<file path="config.mk">
export PLATFORM = sky130hd
export DESIGN_NAME = i2c_start_and_flag_clearing
export DESIGN_NICKNAME = d
export VERILOG_FILES = /design/src/hw/i2c_flag_pkg.sv /design/src/hw/bus_events_if.sv /design/src/hw/bus_event_detect.sv /design/src/hw/i2c_start_and_flag_clearing.sv
export SDC_FILE = /design/constraint.sdc
export NUM_CORES = 1
export LEC_CHECK = 0
export ABC_CLOCK_PERIOD_IN_PS = 3810
export BUFFER_PORTS_ARGS = -buffer_cell sky130_fd_sc_hd__buf_2
export CAP_MARGIN = 20
export CELL_PAD_IN_SITES_DETAIL_PLACEMENT = 0
export CELL_PAD_IN_SITES_GLOBAL_PLACEMENT = 1
export CORE_MARGIN = 2
export CORE_UTILIZATION = 45
export DETAILED_ROUTE_END_ITERATION = 8
export PLACE_DENSITY = 0.79
export SLEW_MARGIN = 20
export SYNTH_ARGS = -nofsm -noshare
export SYNTH_HDL_FRONTEND = slang
export SYNTH_SLANG_ARGS = --single-unit
</file>
<file path="constraint.sdc">
create_clock -name clk -period 3.81 [get_ports clk]
set_input_delay 0.762 -clock clk [delete_from_list [all_inputs] [get_ports clk]]
set_output_delay 0.762 -clock clk [all_outputs]
set_load 0.01 [all_outputs]
</file>
<file path="src/hw/i2c_flag_pkg.sv">
// Constants shared by the start generator and the bus event detector.
// Assumes a single 125 MHz clock and an asynchronous active-low reset.
//
// Functional notes
// - Guarantee bus free time before own start
// - Hold start request until bus released
// - NACK then falling SCL clears tx flag
// - Start on bus clears stop/nack flags, sets start flag
// - Auto clear right after request is hazardous
// - Hazard limited to three flag sources
`default_nettype none

package i2c_flag_pkg;
  // ----------------------------------------------------------------
  // Timing
  // ----------------------------------------------------------------
  localparam int CLK_MHZ = 125;
  // Bus free time, stop to next start
  localparam int TBUF_STD_NS = 4700;
  localparam int TBUF_FAST_NS = 1300;
  // Start hold time, SDA low to SCL low
  localparam int THD_STD_NS = 4000;
  localparam int THD_FAST_NS = 600;
  localparam int CNT_W = 10;
  // Least times round up to whole cycles
  localparam logic [CNT_W-1:0] TBUF_STD_CYC = CNT_W'((TBUF_STD_NS * CLK_MHZ + 999) / 1000);
  localparam logic [CNT_W-1:0] TBUF_FAST_CYC = CNT_W'((TBUF_FAST_NS * CLK_MHZ + 999) / 1000);
  localparam logic [CNT_W-1:0] THD_STD_CYC = CNT_W'((THD_STD_NS * CLK_MHZ + 999) / 1000);
  localparam logic [CNT_W-1:0] THD_FAST_CYC = CNT_W'((THD_FAST_NS * CLK_MHZ + 999) / 1000);
  // Critical window after an interrupt request, in clock cycles
  localparam logic [2:0] HAZARD_CYC = 3'h6;

  // ----------------------------------------------------------------
  // Flags and vectors
  // ----------------------------------------------------------------
  localparam int FLAG_TX = 0;
  localparam int FLAG_STOP = 1;
  localparam int FLAG_START = 2;
  localparam int FLAG_NACK = 3;
  localparam logic [3:0] FLAGS_RESET = 4'h0;
  localparam logic [2:0] VEC_NONE = 3'h0;
  localparam logic [2:0] VEC_NACK = 3'h1;
  localparam logic [2:0] VEC_START = 3'h2;
  localparam logic [2:0] VEC_STOP = 3'h3;
  localparam logic [2:0] VEC_TX = 3'h4;

  typedef enum logic [1:0] {S_IDLE, S_WAIT_FREE, S_SDA_LOW, S_SCL_LOW} gen_state_t;
endpackage

`default_nettype wire

</file>
<file path="src/hw/bus_events_if.sv">
// Bus events passed from the pin detector to the flag core.
// Assumes both ends run on the same clock.
`default_nettype none

interface bus_events_if;
  logic start_pulse; // Start condition seen, one cycle
  logic stop_pulse;  // Stop condition seen, one cycle
  logic scl_fall;    // SCL falling edge, one cycle
  logic scl_level;   // Synchronised SCL
  logic sda_level;   // Synchronised SDA
  modport det (output start_pulse, stop_pulse, scl_fall, scl_level, sda_level);
  modport core (input start_pulse, stop_pulse, scl_fall, scl_level, sda_level);
endinterface

`default_nettype wire

</file>
<file path="src/hw/bus_event_detect.sv">
// Synchronises SCL and SDA and detects start, stop and SCL falls.
// Assumes the pins are asynchronous to clk.
`default_nettype none

module bus_event_detect
  import i2c_flag_pkg::*;
(
  // Clock and reset
  input wire logic clk,
  input wire logic reset_n,
  // Pins
  input wire logic scl_in,
  input wire logic sda_in,
  // Events
  bus_events_if.det ev
);
  logic scl_s1, scl_s2, scl_p; // Sync stages and previous value
  logic sda_s1, sda_s2, sda_p;

  // ----------------------------------------------------------------
  // Two-stage synchronisers; first stage feeds only the second
  // ----------------------------------------------------------------
  always_ff @(posedge clk or negedge reset_n) begin
    if (!reset_n) begin
      // Idle bus reads high
      {scl_s1, scl_s2, scl_p} <= 3'h7;
      {sda_s1, sda_s2, sda_p} <= 3'h7;
    end else begin
      {scl_s1, scl_s2, scl_p} <= {scl_in, scl_s1, scl_s2};
      {sda_s1, sda_s2, sda_p} <= {sda_in, sda_s1, sda_s2};
    end
  end

  // ----------------------------------------------------------------
  // Edge decode
  // ----------------------------------------------------------------
  // SDA falling while SCL stays high is a start
  assign ev.start_pulse = scl_s2 & scl_p & sda_p & ~sda_s2;
  assign ev.stop_pulse = scl_s2 & scl_p & ~sda_p & sda_s2;
  assign ev.scl_fall = scl_p & ~scl_s2;
  assign ev.scl_level = scl_s2;
  assign ev.sda_level = sda_s2;

  // Start needs SCL high in two samples
  det_start_a: assert property (
    @(posedge clk) disable iff (!reset_n)
    ev.start_pulse |-> $past(scl_s2) && scl_s2 && $past(sda_s2) && !sda_s2)
    else $error("start pulse without SDA fall under high SCL");
endmodule // bus_event_detect

`default_nettype wire

</file>
<file path="src/hw/i2c_start_and_flag_clearing.sv">
// Start generator with bus free guard, and interrupt flags that the
// bus clears on its own, with a vector captured at acceptance.
// Assumes open-drain pins and flag set pulses from same-clock logic.
`default_nettype none

module i2c_start_and_flag_clearing
  import i2c_flag_pkg::*;
(
  // Clock and reset
  input wire logic clk,
  input wire logic reset_n,
  // Bus pins, open drain
  input wire logic scl_in,
  output logic scl_out,
  output logic scl_oe_n,
  input wire logic sda_in,
  output logic sda_out,
  output logic sda_oe_n,
  // Start control
  input wire logic start_request_bit,
  input wire logic fast_mode,
  output logic start_sent,
  output logic bus_busy_flag,
  // Flag set sources
  input wire logic tx_empty_set,
  input wire logic nack_set,
  // Software flag clears
  input wire logic clear_tx,
  input wire logic clear_stop,
  input wire logic clear_start,
  input wire logic clear_nack,
  // Flags
  output logic tx_buffer_empty_flag,
  output logic stop_seen_flag,
  output logic start_seen_flag,
  output logic nack_seen_flag,
  // Interrupt request and acceptance
  input wire logic [3:0] irq_enable,
  output logic irq_request,
  input wire logic irq_accept,
  output logic [2:0] irq_vector
);
  bus_events_if ev ();

  // Pin event detector
  bus_event_detect u_det (
    .clk(clk),
    .reset_n(reset_n),
    .scl_in(scl_in),
    .sda_in(sda_in),
    .ev(ev)
  );

  // ----------------------------------------------------------------
  // Start generator
  // ----------------------------------------------------------------
  gen_state_t state, next_state;
  logic [CNT_W-1:0] idle_cnt; // Cycles the bus has been free
  logic [CNT_W-1:0] hold_cnt; // Cycles SDA has been held low
  logic [CNT_W-1:0] tbuf_need; // Free time for this mode
  logic [CNT_W-1:0] thd_need;
  logic bus_idle;
  logic free_ok;
  logic hold_ok;
  logic sda_pull;
  logic scl_pull;

  assign tbuf_need = fast_mode ? TBUF_FAST_CYC : TBUF_STD_CYC;
  assign thd_need = fast_mode ? THD_FAST_CYC : THD_STD_CYC;
  assign bus_idle = ~bus_busy_flag & ev.scl_level & ev.sda_level;
  assign free_ok = idle_cnt >= tbuf_need;
  assign hold_ok = hold_cnt >= thd_need;
  assign sda_pull = (state == S_SDA_LOW) || (state == S_SCL_LOW);
  assign scl_pull = state == S_SCL_LOW;
  // Open drain: drive low only, enable is active low
  assign sda_out = 1'b0;
  assign scl_out = 1'b0;
  assign sda_oe_n = ~sda_pull;
  assign scl_oe_n = ~scl_pull;

  // Next state of the start generator
  always_comb begin
    next_state = state;
    case (state)
      S_IDLE: begin
        if (start_request_bit) begin
          next_state = S_WAIT_FREE;
        end
      end
      S_WAIT_FREE: begin
        if (!start_request_bit) begin
          next_state = S_IDLE;
        end else if (bus_idle && free_ok) begin
          next_state = S_SDA_LOW;
        end
      end
      S_SDA_LOW: begin
        if (hold_ok) begin
          next_state = S_SCL_LOW;
        end
      end
      // Bus stays claimed until software drops the request
      S_SCL_LOW: begin
        if (!start_request_bit) begin
          next_state = S_IDLE;
        end
      end
      default: begin
        next_state = S_IDLE;
      end
    endcase
  end

  // State register and start pulse
  always_ff @(posedge clk or negedge reset_n) begin
    if (!reset_n) begin
      state <= S_IDLE;
      start_sent <= 1'b0;
    end else begin
      state <= next_state;
      start_sent <= (state == S_SDA_LOW) && (next_state == S_SCL_LOW);
    end
  end

  always_ff @(posedge clk or negedge reset_n) begin
    if (!reset_n) begin
      idle_cnt <= '0;
    end else if (!bus_idle) begin
      // Any activity restarts the count
      idle_cnt <= '0;
    end else if (!free_ok) begin
      idle_cnt <= idle_cnt + CNT_W'(1);
    end
  end

  // Start hold count
  always_ff @(posedge clk or negedge reset_n) begin
    if (!reset_n) begin
      hold_cnt <= '0;
    end else if (state != S_SDA_LOW) begin
      hold_cnt <= '0;
    end else if (!hold_ok) begin
      hold_cnt <= hold_cnt + CNT_W'(1);
    end
  end

  // Busy from any start to the next stop, ours included
  always_ff @(posedge clk or negedge reset_n) begin
    if (!reset_n) begin
      bus_busy_flag <= 1'b0;
    end else if (ev.start_pulse) begin
      bus_busy_flag <= 1'b1;
    end else if (ev.stop_pulse) begin
      bus_busy_flag <= 1'b0;
    end
  end

  // ----------------------------------------------------------------
  // Interrupt flags
  // ----------------------------------------------------------------
  logic nack_armed; // NACK seen, waiting for next SCL fall
  logic auto_clr_tx;
  logic next_tx, next_stop, next_start, next_nack;

  assign auto_clr_tx = nack_armed & ev.scl_fall;
  // Set always beats any clear in the same cycle
  assign next_tx = tx_empty_set | (tx_buffer_empty_flag & ~clear_tx & ~auto_clr_tx);
  assign next_stop = ev.stop_pulse | (stop_seen_flag & ~clear_stop & ~ev.start_pulse);
  assign next_start = ev.start_pulse | (start_seen_flag & ~clear_start);
  assign next_nack = nack_set | (nack_seen_flag & ~clear_nack & ~ev.start_pulse);

  // Flag registers
  always_ff @(posedge clk or negedge reset_n) begin
    if (!reset_n) begin
      {nack_seen_flag, start_seen_flag, stop_seen_flag, tx_buffer_empty_flag} <= FLAGS_RESET;
      nack_armed <= 1'b0;
    end else begin
      {nack_seen_flag, start_seen_flag, stop_seen_flag, tx_buffer_empty_flag} <=
        {next_nack, next_start, next_stop, next_tx};
      nack_armed <= nack_set | (nack_armed & ~ev.scl_fall);
    end
  end

  // ----------------------------------------------------------------
  // Request and vector capture
  // ----------------------------------------------------------------
  logic [3:0] live; // Enabled, pending flags
  logic [2:0] live_vec;
  logic [2:0] snap_vec; // Source seen when the request rose
  logic [2:0] win_cnt; // Cycles left in the critical window
  logic req_q;
  logic [2:0] next_vec;

  assign live = irq_enable &
    {nack_seen_flag, start_seen_flag, stop_seen_flag, tx_buffer_empty_flag};
  assign irq_request = |live;
  assign live_vec = live[FLAG_NACK] ? VEC_NACK :
                    live[FLAG_START] ? VEC_START :
                    live[FLAG_STOP] ? VEC_STOP :
                    live[FLAG_TX] ? VEC_TX : VEC_NONE;
  assign next_vec = (live_vec != VEC_NONE) ? live_vec :
                    (win_cnt != 3'h0) ? snap_vec : VEC_NONE;

  // Snapshot keeps a source that an auto clear wipes just before acceptance
  always_ff @(posedge clk or negedge reset_n) begin
    if (!reset_n) begin
      req_q <= 1'b0;
      snap_vec <= VEC_NONE;
      win_cnt <= 3'h0;
    end else begin
      req_q <= irq_request;
      if (irq_request && !req_q) begin
        snap_vec <= live_vec;
        win_cnt <= HAZARD_CYC;
      end else if (win_cnt != 3'h0) begin
        win_cnt <= win_cnt - 3'h1;
      end
    end
  end

  always_ff @(posedge clk or negedge reset_n) begin
    if (!reset_n) begin
      irq_vector <= VEC_NONE;
    end else if (irq_accept) begin
      irq_vector <= next_vec;
    end
  end

  // ----------------------------------------------------------------
  // Assertions
  // ----------------------------------------------------------------
  tbuf_guard_a: assert property (
    @(posedge clk) disable iff (!reset_n)
    $rose(sda_pull) |-> $past(idle_cnt) >= $past(tbuf_need))
    else $error("own start issued before bus free time");
  busy_hold_a: assert property (
    @(posedge clk) disable iff (!reset_n)
    $rose(sda_pull) |-> !$past(bus_busy_flag) && $past(start_request_bit))
    else $error("start driven on a busy bus or without request");
  busy_track_a: assert property (
    @(posedge clk) disable iff (!reset_n)
    ev.stop_pulse |=> !bus_busy_flag ##0 !$rose(sda_pull))
    else $error("busy flag not released by stop");
  tx_autoclr_a: assert property (
    @(posedge clk) disable iff (!reset_n)
    nack_armed && ev.scl_fall && !tx_empty_set |=> !tx_buffer_empty_flag)
    else $error("tx flag survived SCL fall after NACK");
  start_clear_a: assert property (
    @(posedge clk) disable iff (!reset_n)
    ev.start_pulse && !nack_set |=> !stop_seen_flag && !nack_seen_flag && start_seen_flag)
    else $error("start did not clear stop and nack flags");
  set_wins_a: assert property (
    @(posedge clk) disable iff (!reset_n)
    tx_empty_set && (clear_tx || auto_clr_tx) |=> tx_buffer_empty_flag)
    else $error("clear beat a simultaneous set");
  window_vec_a: assert property (
    @(posedge clk) disable iff (!reset_n)
    irq_accept && (win_cnt != 3'h0) |=> irq_vector != VEC_NONE)
    else $error("vector lost inside critical window");
  vector_hold_a: assert property (
    @(posedge clk) disable iff (!reset_n)
    !irq_accept |=> $stable(irq_vector))
    else $error("vector changed without acceptance");
endmodule // i2c_start_and_flag_clearing

`default_nettype wire

</file>
==> results.sh, run 1 <==
export IMPL_core_area_um2=5570
export IMPL_ant_nets=0
export IMPL_cts_sinks=45
export IMPL_cts_setup_buffers=0
export IMPL_status="finished, final reports clean"
export IMPL_rsz0062_at_grt="false"
export IMPL_num_vias=2100
export IMPL_cp_max_fo=4
export IMPL_worstSetupEndpointType="output port"
export IMPL_numCtsBuffers=5
export IMPL_drc_errors=0
export IMPL_portBuffers=28
export IMPL_track_usage_pct=18.6
export IMPL_vdd_ir_drop_max_v=0.000196
export IMPL_clk_latency_ns=0.30
export IMPL_grt_max_degree=46
export IMPL_num_antenna_cells=0
export IMPL_async_flop_share_pct=100
export IMPL_worstPathArrival_ns=1.86
export IMPL_crit_path_top_delay_cell="a222oi_1"
export IMPL_cts_buffer_depth=2
export IMPL_relSlewSlack_pct=39.9
export IMPL_setup_worst_path_class="in2out"
export IMPL_finalSetupViolCount=0
export IMPL_placed_area_um2=2790
export IMPL_antenna_found_initial=0
export IMPL_layout_common_cells="dfrtp_1, buf_2, nand2_1"
export IMPL_synth_cell_type_count=56
export IMPL_critPathMostFrequentCell="buf_2"
export IMPL_yosys_warnings=0
export IMPL_ys_ff_latch=45
export IMPL_crit_path_end="irq_request"
export IMPL_cts_hold_buffers_added=0
export IMPL_rows=27
export IMPL_max_cap_violations=0
export IMPL_regArea_um2=1130
export IMPL_crit_start="irq_enable[2]"
export IMPL_grt_overflow=0
export IMPL_clock_skew_ns=0.00761
export IMPL_synth_edff_count=0
export IMPL_grt_pass1_vias=1975
export IMPL_die_area_um2=6460
export IMPL_reg2reg_depth=5
export IMPL_worst_pin_slew_ns=0.899
export IMPL_grt_first_pass_wirelength_mm=9.39
export IMPL_cts_root_buf="clkbuf_8"
export IMPL_r2r_end="state[0]$_DFF_PN0_"
export IMPL_top_layer_used="met4"
export IMPL_path_cells="buf_2 -> a222oi_1 -> nand2_1 -> buf_2"
export IMPL_seq_area_frac_synth_pct=43.2
export IMPL_finalNonFillerCells=366
export IMPL_mostFrequentLayoutCell="dfrtp_1"
export IMPL_period_needed_ns=2.62
export IMPL_min_path_type="reg2reg"
export IMPL_setup_tns_ns=0
export IMPL_drive_gt1_share_pct=18.4
export IMPL_met2_length_mm=2.50
export IMPL_die_h_um=80.4
export IMPL_globalplace_congestion=0.813
export IMPL_drv_slew=0
export IMPL_post_place_cells=358
export IMPL_fmax_mhz=382
export IMPL_period_share_pct=68.7
export IMPL_wl_met1_mm=2.81
export IMPL_r2r_start="idle_cnt[7]$_DFFE_PN0N_"
export IMPL_viasPerCell=5.74
export IMPL_htreeDepth=2
export IMPL_syn_cell_area_um2=2630
export IMPL_netlist_instances=267
export IMPL_power_mw=1.09
export IMPL_cts_tree="yes"
export IMPL_wl_per_cell_um=15.1
export IMPL_rrSetupSlack_ns=1.62
export IMPL_clk_pin_slew_ns=0.08
export IMPL_place_hpwl_mm=3.89
export IMPL_initial_core_util_pct=47.1
export IMPL_hold_viol_final=0
export IMPL_cts_resized=0
export IMPL_routed_wl_mm=5.54
export IMPL_ios=31
export IMPL_slowest_delay_ns=0.59
export IMPL_pwr_density_cell_nw_per_um2=376
export IMPL_die_w_um=80.4
export IMPL_start_kind="input pin"
export IMPL_drt_initial_drc_count=127
export IMPL_multi_input_area_um2=1380
export IMPL_synthFlopType="dfrtp_1"
export IMPL_synthToLayoutAreaGrowth_pct=10.9
export IMPL_dr_wl_met3_um=197
export IMPL_crit_cells=4
export IMPL_design_area_um2=2910
export IMPL_syn_area_per_cell_um2=9.84
export IMPL_cp_required_ns=3.05
export IMPL_cp_num_buf_inv=2
export IMPL_fin_nets=330
export IMPL_p_leak_nw=1.33
export IMPL_fillCellCount=516
export IMPL_cp_top_family="compound AO/OA/AOI/OAI gates"
export IMPL_dr_pass1_iters=4
worst register-to-register path: stages (launching register included):
cell      delay (ns)
dfrtp_1         0.44
ha_1            0.32
nand4b_1        0.19
o31ai_2         0.79
o2111a_1        0.28
nor4_2          0.05
synth_stat cells, types with 3 or more instances:
library cell / number / area share (%)
nand2b_1: 4 / 0.95
mux2i_1: 5 / 1.9
nand4_1: 11 / 2.6
nand3_1: 13 / 2.5
or3_1: 4 / 0.95
nand2_1: 24 / 3.4
a2111o_1: 4 / 1.7
clkbuf_1: 4 / 0.57
a211o_1: 6 / 2.0
inv_1: 13 / 1.9
o21ai_0: 19 / 3.6
and3_1: 3 / 0.71
o31ai_1: 3 / 0.86
dfstp_2: 6 / 6.0
or4_1: 3 / 0.86
nor2b_1: 4 / 0.95
ha_1: 20 / 9.5
nor2_1: 14 / 2.0
o211ai_1: 4 / 1.1
nor3_1: 3 / 0.57
dfrtp_1: 39 / 37
a21oi_1: 18 / 3.4
routing by layer:
layer | vias up | global-route usage [%]
li1 | 1049 | -
met2 | 38 | 27.8
met5 | - | 0
met1 | 1011 | 26.3
met3 | 2 | 3.93
met4 | 0 | 7.29
how the worst min path moves through the flow:
stage	startpoint	to	slack (ns)	cells after the start
after floorplan	u_det.scl_s1$_DFF_PN1_	u_det.ev.scl_level$_DFF_PN1_	0.35	0
after CTS	u_det.scl_s1$_DFF_PN1_	u_det.ev.scl_level$_DFF_PN1_	0.36	0
after global placement	u_det.scl_s1$_DFF_PN1_	u_det.ev.scl_level$_DFF_PN1_	0.35	0
after detailed placement	u_det.scl_s1$_DFF_PN1_	u_det.ev.scl_level$_DFF_PN1_	0.35	0
final	u_det.scl_s1$_DFF_PN1_	u_det.ev.scl_level$_DFF_PN1_	0.36	0
after global routing	u_det.scl_s1$_DFF_PN1_	u_det.ev.scl_level$_DFF_PN1_	0.36	0
cell families after synthesis:
group	synth area share (%)
XOR/XNOR	0.334
buffers and inverters	4.57
flip-flops	43.2
adder cells (fa/ha/maj)	9.53
AO/OA/AOI/OAI	20.9
multiplexers	2.33
other	0.143
AND/OR/NAND/NOR	19.1
cell type report:
class / instances / area share, %
Multi-Input combinational cell: 200 / 47.3
Sequential cell: 45 / 38.9
Timing Repair Buffer: 28 / 4.90
Tap cell: 72 / 3.09
Clock buffer: 6 / 2.84
Inverter: 13 / 1.68
Clock inverter: 2 / 1.29
where the power goes:
| part | total, mW | leakage (nW) | switching [mW] | internal (mW) |
|---|---|---|---|---|
| registers | 0.546 | 0.569 | 0.0259 | 0.520 |
| clock network | 0.382 | 0.0574 | 0.169 | 0.213 |
| logic | 0.166 | 0.700 | 0.0922 | 0.0735 |
metrics by stage:
stage,worst slack (ns),util [%],hold slack (ns)
CTS,1.18,52.2,0.360
global route,1.01,52.2,0.363
detailed placement,0.859,50.0,0.347
finish,1.19,52.2,0.359
floorplan,1.44,-,0.345
global placement,0.948,50.0,0.346
registers in the layout, indices dropped and copies added (netlist names), 2 cells and up:
signal / cells
idle_cnt: 10
win_cnt: 3
snap_vec: 3
state: 2
irq_vector: 3
hold_cnt: 10
Power figures use the tool's default switching activity.
==> run 2: changes to the inputs <==
--- a/config.mk
+++ b/config.mk
@@ -5,15 +5,16 @@
 export SDC_FILE = /design/constraint.sdc
 export NUM_CORES = 1
 export LEC_CHECK = 0
-export ABC_CLOCK_PERIOD_IN_PS = 3810
+export ABC_AREA = 1
+export ABC_CLOCK_PERIOD_IN_PS = 2300
 export BUFFER_PORTS_ARGS = -buffer_cell sky130_fd_sc_hd__buf_2
 export CAP_MARGIN = 20
 export CELL_PAD_IN_SITES_DETAIL_PLACEMENT = 0
 export CELL_PAD_IN_SITES_GLOBAL_PLACEMENT = 1
 export CORE_MARGIN = 2
-export CORE_UTILIZATION = 45
+export CORE_UTILIZATION = 39
 export DETAILED_ROUTE_END_ITERATION = 8
-export PLACE_DENSITY = 0.79
+export PLACE_DENSITY = 0.75
 export SLEW_MARGIN = 20
 export SYNTH_ARGS = -nofsm -noshare
 export SYNTH_HDL_FRONTEND = slang
==> constraint.sdc (replaced) <==
create_clock -name clk -period 2.3 [get_ports clk]
set_input_delay 0.46 -clock clk [delete_from_list [all_inputs] [get_ports clk]]
set_output_delay 0.46 -clock clk [all_outputs]
set_load 0.01 [all_outputs]
==> run 2 against run 1 <==
Global-route usage down 3.1 points. Sequential share of layout area down 1.4 points. Power up 66%. Routed wire length down 3.2%. First-iteration DRC count down 39%. Clock skew down 0.0012 ns. Cell count up 19%. Register-to-register slack worse by 1.1 ns.
==> results.sh, run 2 <==
export IMPL_status="finished, final reports clean"
export IMPL_portBuffers=28
export IMPL_cts_resized=0
export IMPL_dr_pass1_iters=4
export IMPL_synth_compound_area_share_pct=9.97
export IMPL_setup_tns_ns=0
export IMPL_synth_edff_count=0
export IMPL_setup_worst_path_class="reg2out"
export IMPL_finalSetupViolCount=0
export IMPL_fin_nets=392
export IMPL_synth_top_cell_by_area="dfrtp_1"
export IMPL_synthFlopType="dfrtp_1"
export IMPL_synth_most_common_cell="nand2_1"
export IMPL_cts_tree="yes"
export IMPL_worst_pin_slew_ns=0.656
export IMPL_grt_pass1_vias=2030
export IMPL_mostFrequentLayoutCell="nand2_1"
export IMPL_r2r_start="hold_cnt[0]$_DFFE_PN0P_"
export IMPL_initial_core_util_pct=39.8
export IMPL_pwr_density_cell_nw_per_um2=599
export IMPL_crit_start="start_seen_flag$_DFF_PN0_"
export IMPL_worstSetupEndpointType="output port"
export IMPL_seq_area_frac_synth_pct=42.4
export IMPL_cp_num_buf_inv=3
export IMPL_wl_per_cell_um=12.3
export IMPL_ios=31
export IMPL_rrSetupSlack_ns=0.51
export IMPL_clock_skew_ns=0.00640
export IMPL_rows=30
export IMPL_crit_path_top_delay_cell="dfrtp_1"
export IMPL_fmax_mhz=539
export IMPL_synthXorXnorAreaFrac_pct=2.29
export IMPL_drc_errors=0
export IMPL_reg2reg_depth=10
export IMPL_antenna_found_initial=0
export IMPL_async_flop_share_pct=100
export IMPL_die_area_um2=7530
export IMPL_yosys_top_cells_count="nand2_1, inv_1, dfrtp_1, nor2_1"
export IMPL_drt_initial_drc_count=77
export IMPL_cts_buffer_depth=2
export IMPL_reg_largest_list="hold_cnt x10, idle_cnt x10"
export IMPL_grt_overflow=0
export IMPL_pre_cts_slack_ns=0.142
export IMPL_r2r_end="state[0]$_DFF_PN0_"
export IMPL_cts_hold_buffers_added=0
export IMPL_syn_area_per_cell_um2=8.33
export IMPL_cts_root_buf="clkbuf_8"
export IMPL_grt_first_pass_wirelength_mm=9.23
export IMPL_cp_top_family="simple AND/OR/NAND/NOR gates"
export IMPL_vdd_ir_drop_max_v=0.000275
export IMPL_track_usage_pct=15.5
export IMPL_synth_cell_type_count=36
export IMPL_synth_top_area_share_pct=36.5
export IMPL_max_cap_violations=0
export IMPL_clk_latency_ns=0.30
export IMPL_globalplace_congestion=0.845
export IMPL_period_share_pct=80.7
export IMPL_worstPathArrival_ns=1.40
export IMPL_power_mw=1.81
export IMPL_die_w_um=86.8
export IMPL_ant_nets=0
export IMPL_clk_pin_slew_ns=0.08
export IMPL_synth_simple_area_share_pct=26.5
export IMPL_die_h_um=86.8
export IMPL_num_vias=2130
export IMPL_cts_setup_buffers=0
export IMPL_grt_max_degree=30
export IMPL_drive_gt1_share_pct=20.2
export IMPL_place_hpwl_mm=4.08
export IMPL_synth_area_mux_share_pct=0
export IMPL_numCtsBuffers=5
export IMPL_hold_viol_final=0
export IMPL_relSlewSlack_pct=56.3
export IMPL_cp_required_ns=1.84
export IMPL_layout_common_cells="nand2_1, inv_1, dfrtp_1"
export IMPL_ys_top_cells_by_area="dfrtp_1, nand2_1, ha_1"
export IMPL_path_cells="nand2_1 -> nand2_1 -> nor2_2 -> inv_2 -> nor2_2 -> inv_1 -> buf_2"
export IMPL_drv_slew=0
export IMPL_rsz0062_at_grt="false"
export IMPL_p_leak_nw=1.54
export IMPL_fillCellCount=677
export IMPL_start_kind="register"
export IMPL_fin_ws_ns=0.444
export IMPL_core_area_um2=6720
export IMPL_routed_wl_mm=5.36
export IMPL_synthToLayoutAreaGrowth_pct=13.0
export IMPL_cp_max_fo=4
export IMPL_htreeDepth=2
export IMPL_min_path_type="in2async"
export IMPL_period_needed_ns=1.86
export IMPL_syn_cell_area_um2=2670
export IMPL_netlist_instances=321
export IMPL_num_antenna_cells=0
export IMPL_ys_ff_latch=45
export IMPL_yosys_warnings=0
export IMPL_synth_top_family_by_area="simple AND/OR/NAND/NOR gates"
export IMPL_slowest_delay_ns=0.40
export IMPL_synthAdderAreaFrac_pct=9.36
export IMPL_cts_sinks=45
export IMPL_viasPerCell=4.89
[run 2: cell count changes in the layout (fill, tap and decap cells not counted), moves of 6 or more]
cell,previous run,this run
nand2_1,24,67
a211o_1,6,0
a21oi_1,18,6
inv_1,13,50
nor2_1,14,21
[run 2: metrics by stage]
| step | cells | area, um2 | util (%) | hold slack, ns |
|---|---|---|---|---|
| global placement | 428 | 2900 | 43.2 | 0.346 |
| detailed placement | 428 | 2900 | 43.2 | 0.347 |
| floorplan | 322 | 2680 | - | 0.164 |
| finish | 436 | 3020 | 45.0 | 0.182 |
| global route | 436 | 3020 | 45.0 | 0.235 |
| CTS | 436 | 3020 | 45.0 | 0.213 |
[run 2: worst max-delay path by stage]
stage | endpoint | cells past startpoint
2_1_floorplan | hold_cnt[2]$_DFFE_PN0P_ | 10
3_3_place_gp | state[0]$_DFF_PN0_ | 11
3_5_place_dp | state[0]$_DFF_PN0_ | 11
4_1_cts | irq_request | 7
5_1_grt | state[0]$_DFF_PN0_ | 13
6_report | irq_request | 7
[run 2: report_power, final]
part           switching, mW  leakage (nW)  internal (mW)
logic                  0.162         0.907          0.112
clock network          0.280        0.0574          0.353
registers             0.0418         0.572          0.862
[run 2: layout make-up]
class / instances / area, um2 / area share (%)
clock buffers: 6 / 82.6 / 2.73
clock inverters: 2 / 37.5 / 1.24
inverters: 55 / 211 / 7.00
multi-input cells: 217 / 1290 / 42.8
flip-flops and latches: 45 / 1130 / 37.5
well taps: 80 / 100 / 3.31
repair buffers: 31 / 163 / 5.39
[run 2: metal layers]
metal  wire [um]  GRT usage (%)  part of all wire, %
met1        2600           20.0                   48
met2        2570           25.7                   48
met3         140           3.52                  2.6
met4          48           4.69                 0.90
met5           0              0                    0
[run 2: cells by family (layout without fill, tap and decap cells)]
family / count (synthesis) / count (layout)
AOI/OAI and AO/OA: 44 / 44
buffers and inverters: 60 / 94
xor gates and xnor gates: 7 / 7
other: 1 / 2
DFF: 45 / 45
and+or+nand+nor: 144 / 144
adders and majority gates: 20 / 20
==> run 3: changes to the inputs <==
--- a/config.mk
+++ b/config.mk
@@ -6,7 +6,7 @@
 export NUM_CORES = 1
 export LEC_CHECK = 0
 export ABC_AREA = 1
-export ABC_CLOCK_PERIOD_IN_PS = 2300
+export ABC_CLOCK_PERIOD_IN_PS = 1700
 export BUFFER_PORTS_ARGS = -buffer_cell sky130_fd_sc_hd__buf_2
 export CAP_MARGIN = 20
 export CELL_PAD_IN_SITES_DETAIL_PLACEMENT = 0
==> constraint.sdc (replaced) <==
create_clock -name clk -period 1.7 [get_ports clk]
set_input_delay 0.34 -clock clk [delete_from_list [all_inputs] [get_ports clk]]
set_output_delay 0.34 -clock clk [all_outputs]
set_load 0.01 [all_outputs]
==> run 3 against run 2 <==
Power up 29%. Global-route usage up 1.0 points. Worst hold slack got worse by 0.057 ns. Sequential cell count unchanged. Cell count increased by 8.7%. Final area is 14% higher. Non-clock buffer count grew 36. Die area stayed put. Routed wire length up 10%. Critical endpoint is now hold_cnt[3]$_DFFE_PN0P_.
==> results.sh, run 3 (synthesis gave the netlist of run 2 again) <==
export IMPL_start_kind="register"
export IMPL_grt_pass1_vias=2137
export IMPL_clock_skew_ns=0.00667
export IMPL_mostFrequentLayoutCell="nand2_1"
export IMPL_cts_sinks=45
export IMPL_reg_largest_list="hold_cnt x10, idle_cnt x10"
export IMPL_wl_per_cell_um=12.5
export IMPL_globalplace_congestion=0.810
export IMPL_grt_max_degree=22
export IMPL_die_area_um2=7530
export IMPL_antenna_found_initial=0
export IMPL_grt_first_pass_wirelength_mm=9.87
export IMPL_cp_required_ns=1.91
export IMPL_status="finished, final reports clean"
export IMPL_hold_path_cell_count=1
export IMPL_drv_slew=0
export IMPL_ios=31
export IMPL_setup_tns_ns=0
export IMPL_portBuffers=28
export IMPL_r2r_end="hold_cnt[3]$_DFFE_PN0P_"
export IMPL_hold_viol_final=0
export IMPL_p_leak_nw=1.73
export IMPL_layout_common_cells="nand2_1, inv_1, dfrtp_1"
export IMPL_core_area_um2=6720
export IMPL_vdd_ir_drop_max_v=0.000430
export IMPL_rrSetupSlack_ns=0.06
export IMPL_reg2reg_depth=9
export IMPL_clk_latency_ns=0.30
export IMPL_r2r_start="hold_cnt[4]$_DFFE_PN0P_"
export IMPL_fmax_mhz=609
export IMPL_numCtsBuffers=5
export IMPL_pwr_density_cell_nw_per_um2=681
export IMPL_rsz0062_at_grt="true"
export IMPL_rows=30
export IMPL_power_mw=2.34
export IMPL_min_to="u_det.scl_s1$_DFF_PN1_"
export IMPL_cts_buffer_depth=2
export IMPL_placed_area_um2=3080
export IMPL_die_h_um=86.8
export IMPL_worstSetupEndpointType="register"
export IMPL_design_area_um2=3440
export IMPL_synthToLayoutAreaGrowth_pct=28.7
export IMPL_initial_core_util_pct=39.8
export IMPL_cts_tree="yes"
export IMPL_ant_nets=0
export IMPL_setup_worst_path_class="reg2reg"
export IMPL_finalSetupViolCount=0
export IMPL_dr_pass1_iters=4
export IMPL_die_w_um=86.8
export IMPL_min_path_type="in2reg"
export IMPL_finish_utilization_pct=51.2
export IMPL_cts_root_buf="clkbuf_8"
export IMPL_viasPerCell=4.84
export IMPL_fin_ws_ns=0.0568
export IMPL_post_place_cells=450
export IMPL_pre_cts_slack_ns=-0.170
export IMPL_period_needed_ns=1.64
export IMPL_finalNonFillerCells=474
export IMPL_drive_gt1_share_pct=31.7
export IMPL_drc_errors=0
export IMPL_clk_pin_slew_ns=0.09
export IMPL_min_from="scl_in"
export IMPL_worstPathArrival_ns=1.85
export IMPL_hold_worst_slack_ns=0.125
export IMPL_grt_overflow=0
export IMPL_drt_initial_drc_count=89
export IMPL_routed_wl_mm=5.92
export IMPL_htreeDepth=2
export IMPL_track_usage_pct=16.5
export IMPL_place_hpwl_mm=4.44
export IMPL_period_share_pct=96.7
export IMPL_fin_nets=430
export IMPL_max_cap_violations=0
export IMPL_num_antenna_cells=0
export IMPL_num_vias=2292
export IMPL_crit_start="hold_cnt[4]$_DFFE_PN0P_"
export IMPL_cp_max_fo=5
==> run 3: cell count changes in the layout (fill, tap and decap cells not counted), sizes merged <==
| cell | change |
|---|---|
| bufinv | -1 |
| buf | +35 |
| dlygate4sd3 | +1 |
| nand2 | +2 |
| clkbuf | -1 |
| inv | +2 |
==> run 3: layer usage <==
metal | GRT usage (%) | share of wire (%) | vias to the layer above | wire length (um)
met2 | 26.9 | 48 | 42 | 2850
li1 | - | - | 1192 | -
met1 | 21.9 | 47 | 1047 | 2780
met4 | 5.40 | 1.9 | 0 | 112
met5 | 0 | 0 | - | 0
met3 | 3.33 | 3.0 | 11 | 177
==> run 3: worst max path at each step <==
stage	endpoint	slack, ns
after floorplan	hold_cnt[2]$_DFFE_PN0P_	0.14
after detailed placement	state[0]$_DFF_PN0_	-0.17
after global routing	hold_cnt[8]$_DFFE_PN0P_	-0.06
after global placement	state[0]$_DFF_PN0_	-0.13
after CTS	irq_request	0.01
final	hold_cnt[3]$_DFFE_PN0P_	0.06
==> run 3: critical path, cell delays in order, from the launching register on <==
cell and delay (ns):
dfrtp_1 0.40, ha_1 0.29, nand2_2 0.09, inv_1 0.05
nand2_1 0.06, nand2_1 0.06, nand2_2 0.07, nand4_4 0.15
buf_4 0.18, o31ai_1 0.20
==> run 3: layout make-up <==
| class | count | area [um2] |
|---|---|---|
| Fill cell | 607 | 3280 |
| Multi-Input combinational cell | 219 | 1440 |
| Sequential cell | 45 | 1130 |
| Timing Repair Buffer | 67 | 460 |
| Inverter | 55 | 216 |
| Tap cell | 80 | 100 |
| Clock buffer | 5 | 68.8 |
| Clock inverter | 3 | 21.3 |
==> run 3: what timing repair did <==
action                                  CTS  global route
resized for setup                         2            24
pin swaps                                 1             9
setup buffers                             3            10
gates cloned                              0             2
endpoints found under the setup margin    1            20
hold buffers                              1             0
hold endpoints to repair                  4             0
==> run 3: power breakdown <==
group,switching [mW],internal (mW),leakage (nW)
clock,0.382,0.292,0.0445
combinational,0.246,0.200,1.11
sequential,0.0551,1.17,0.572
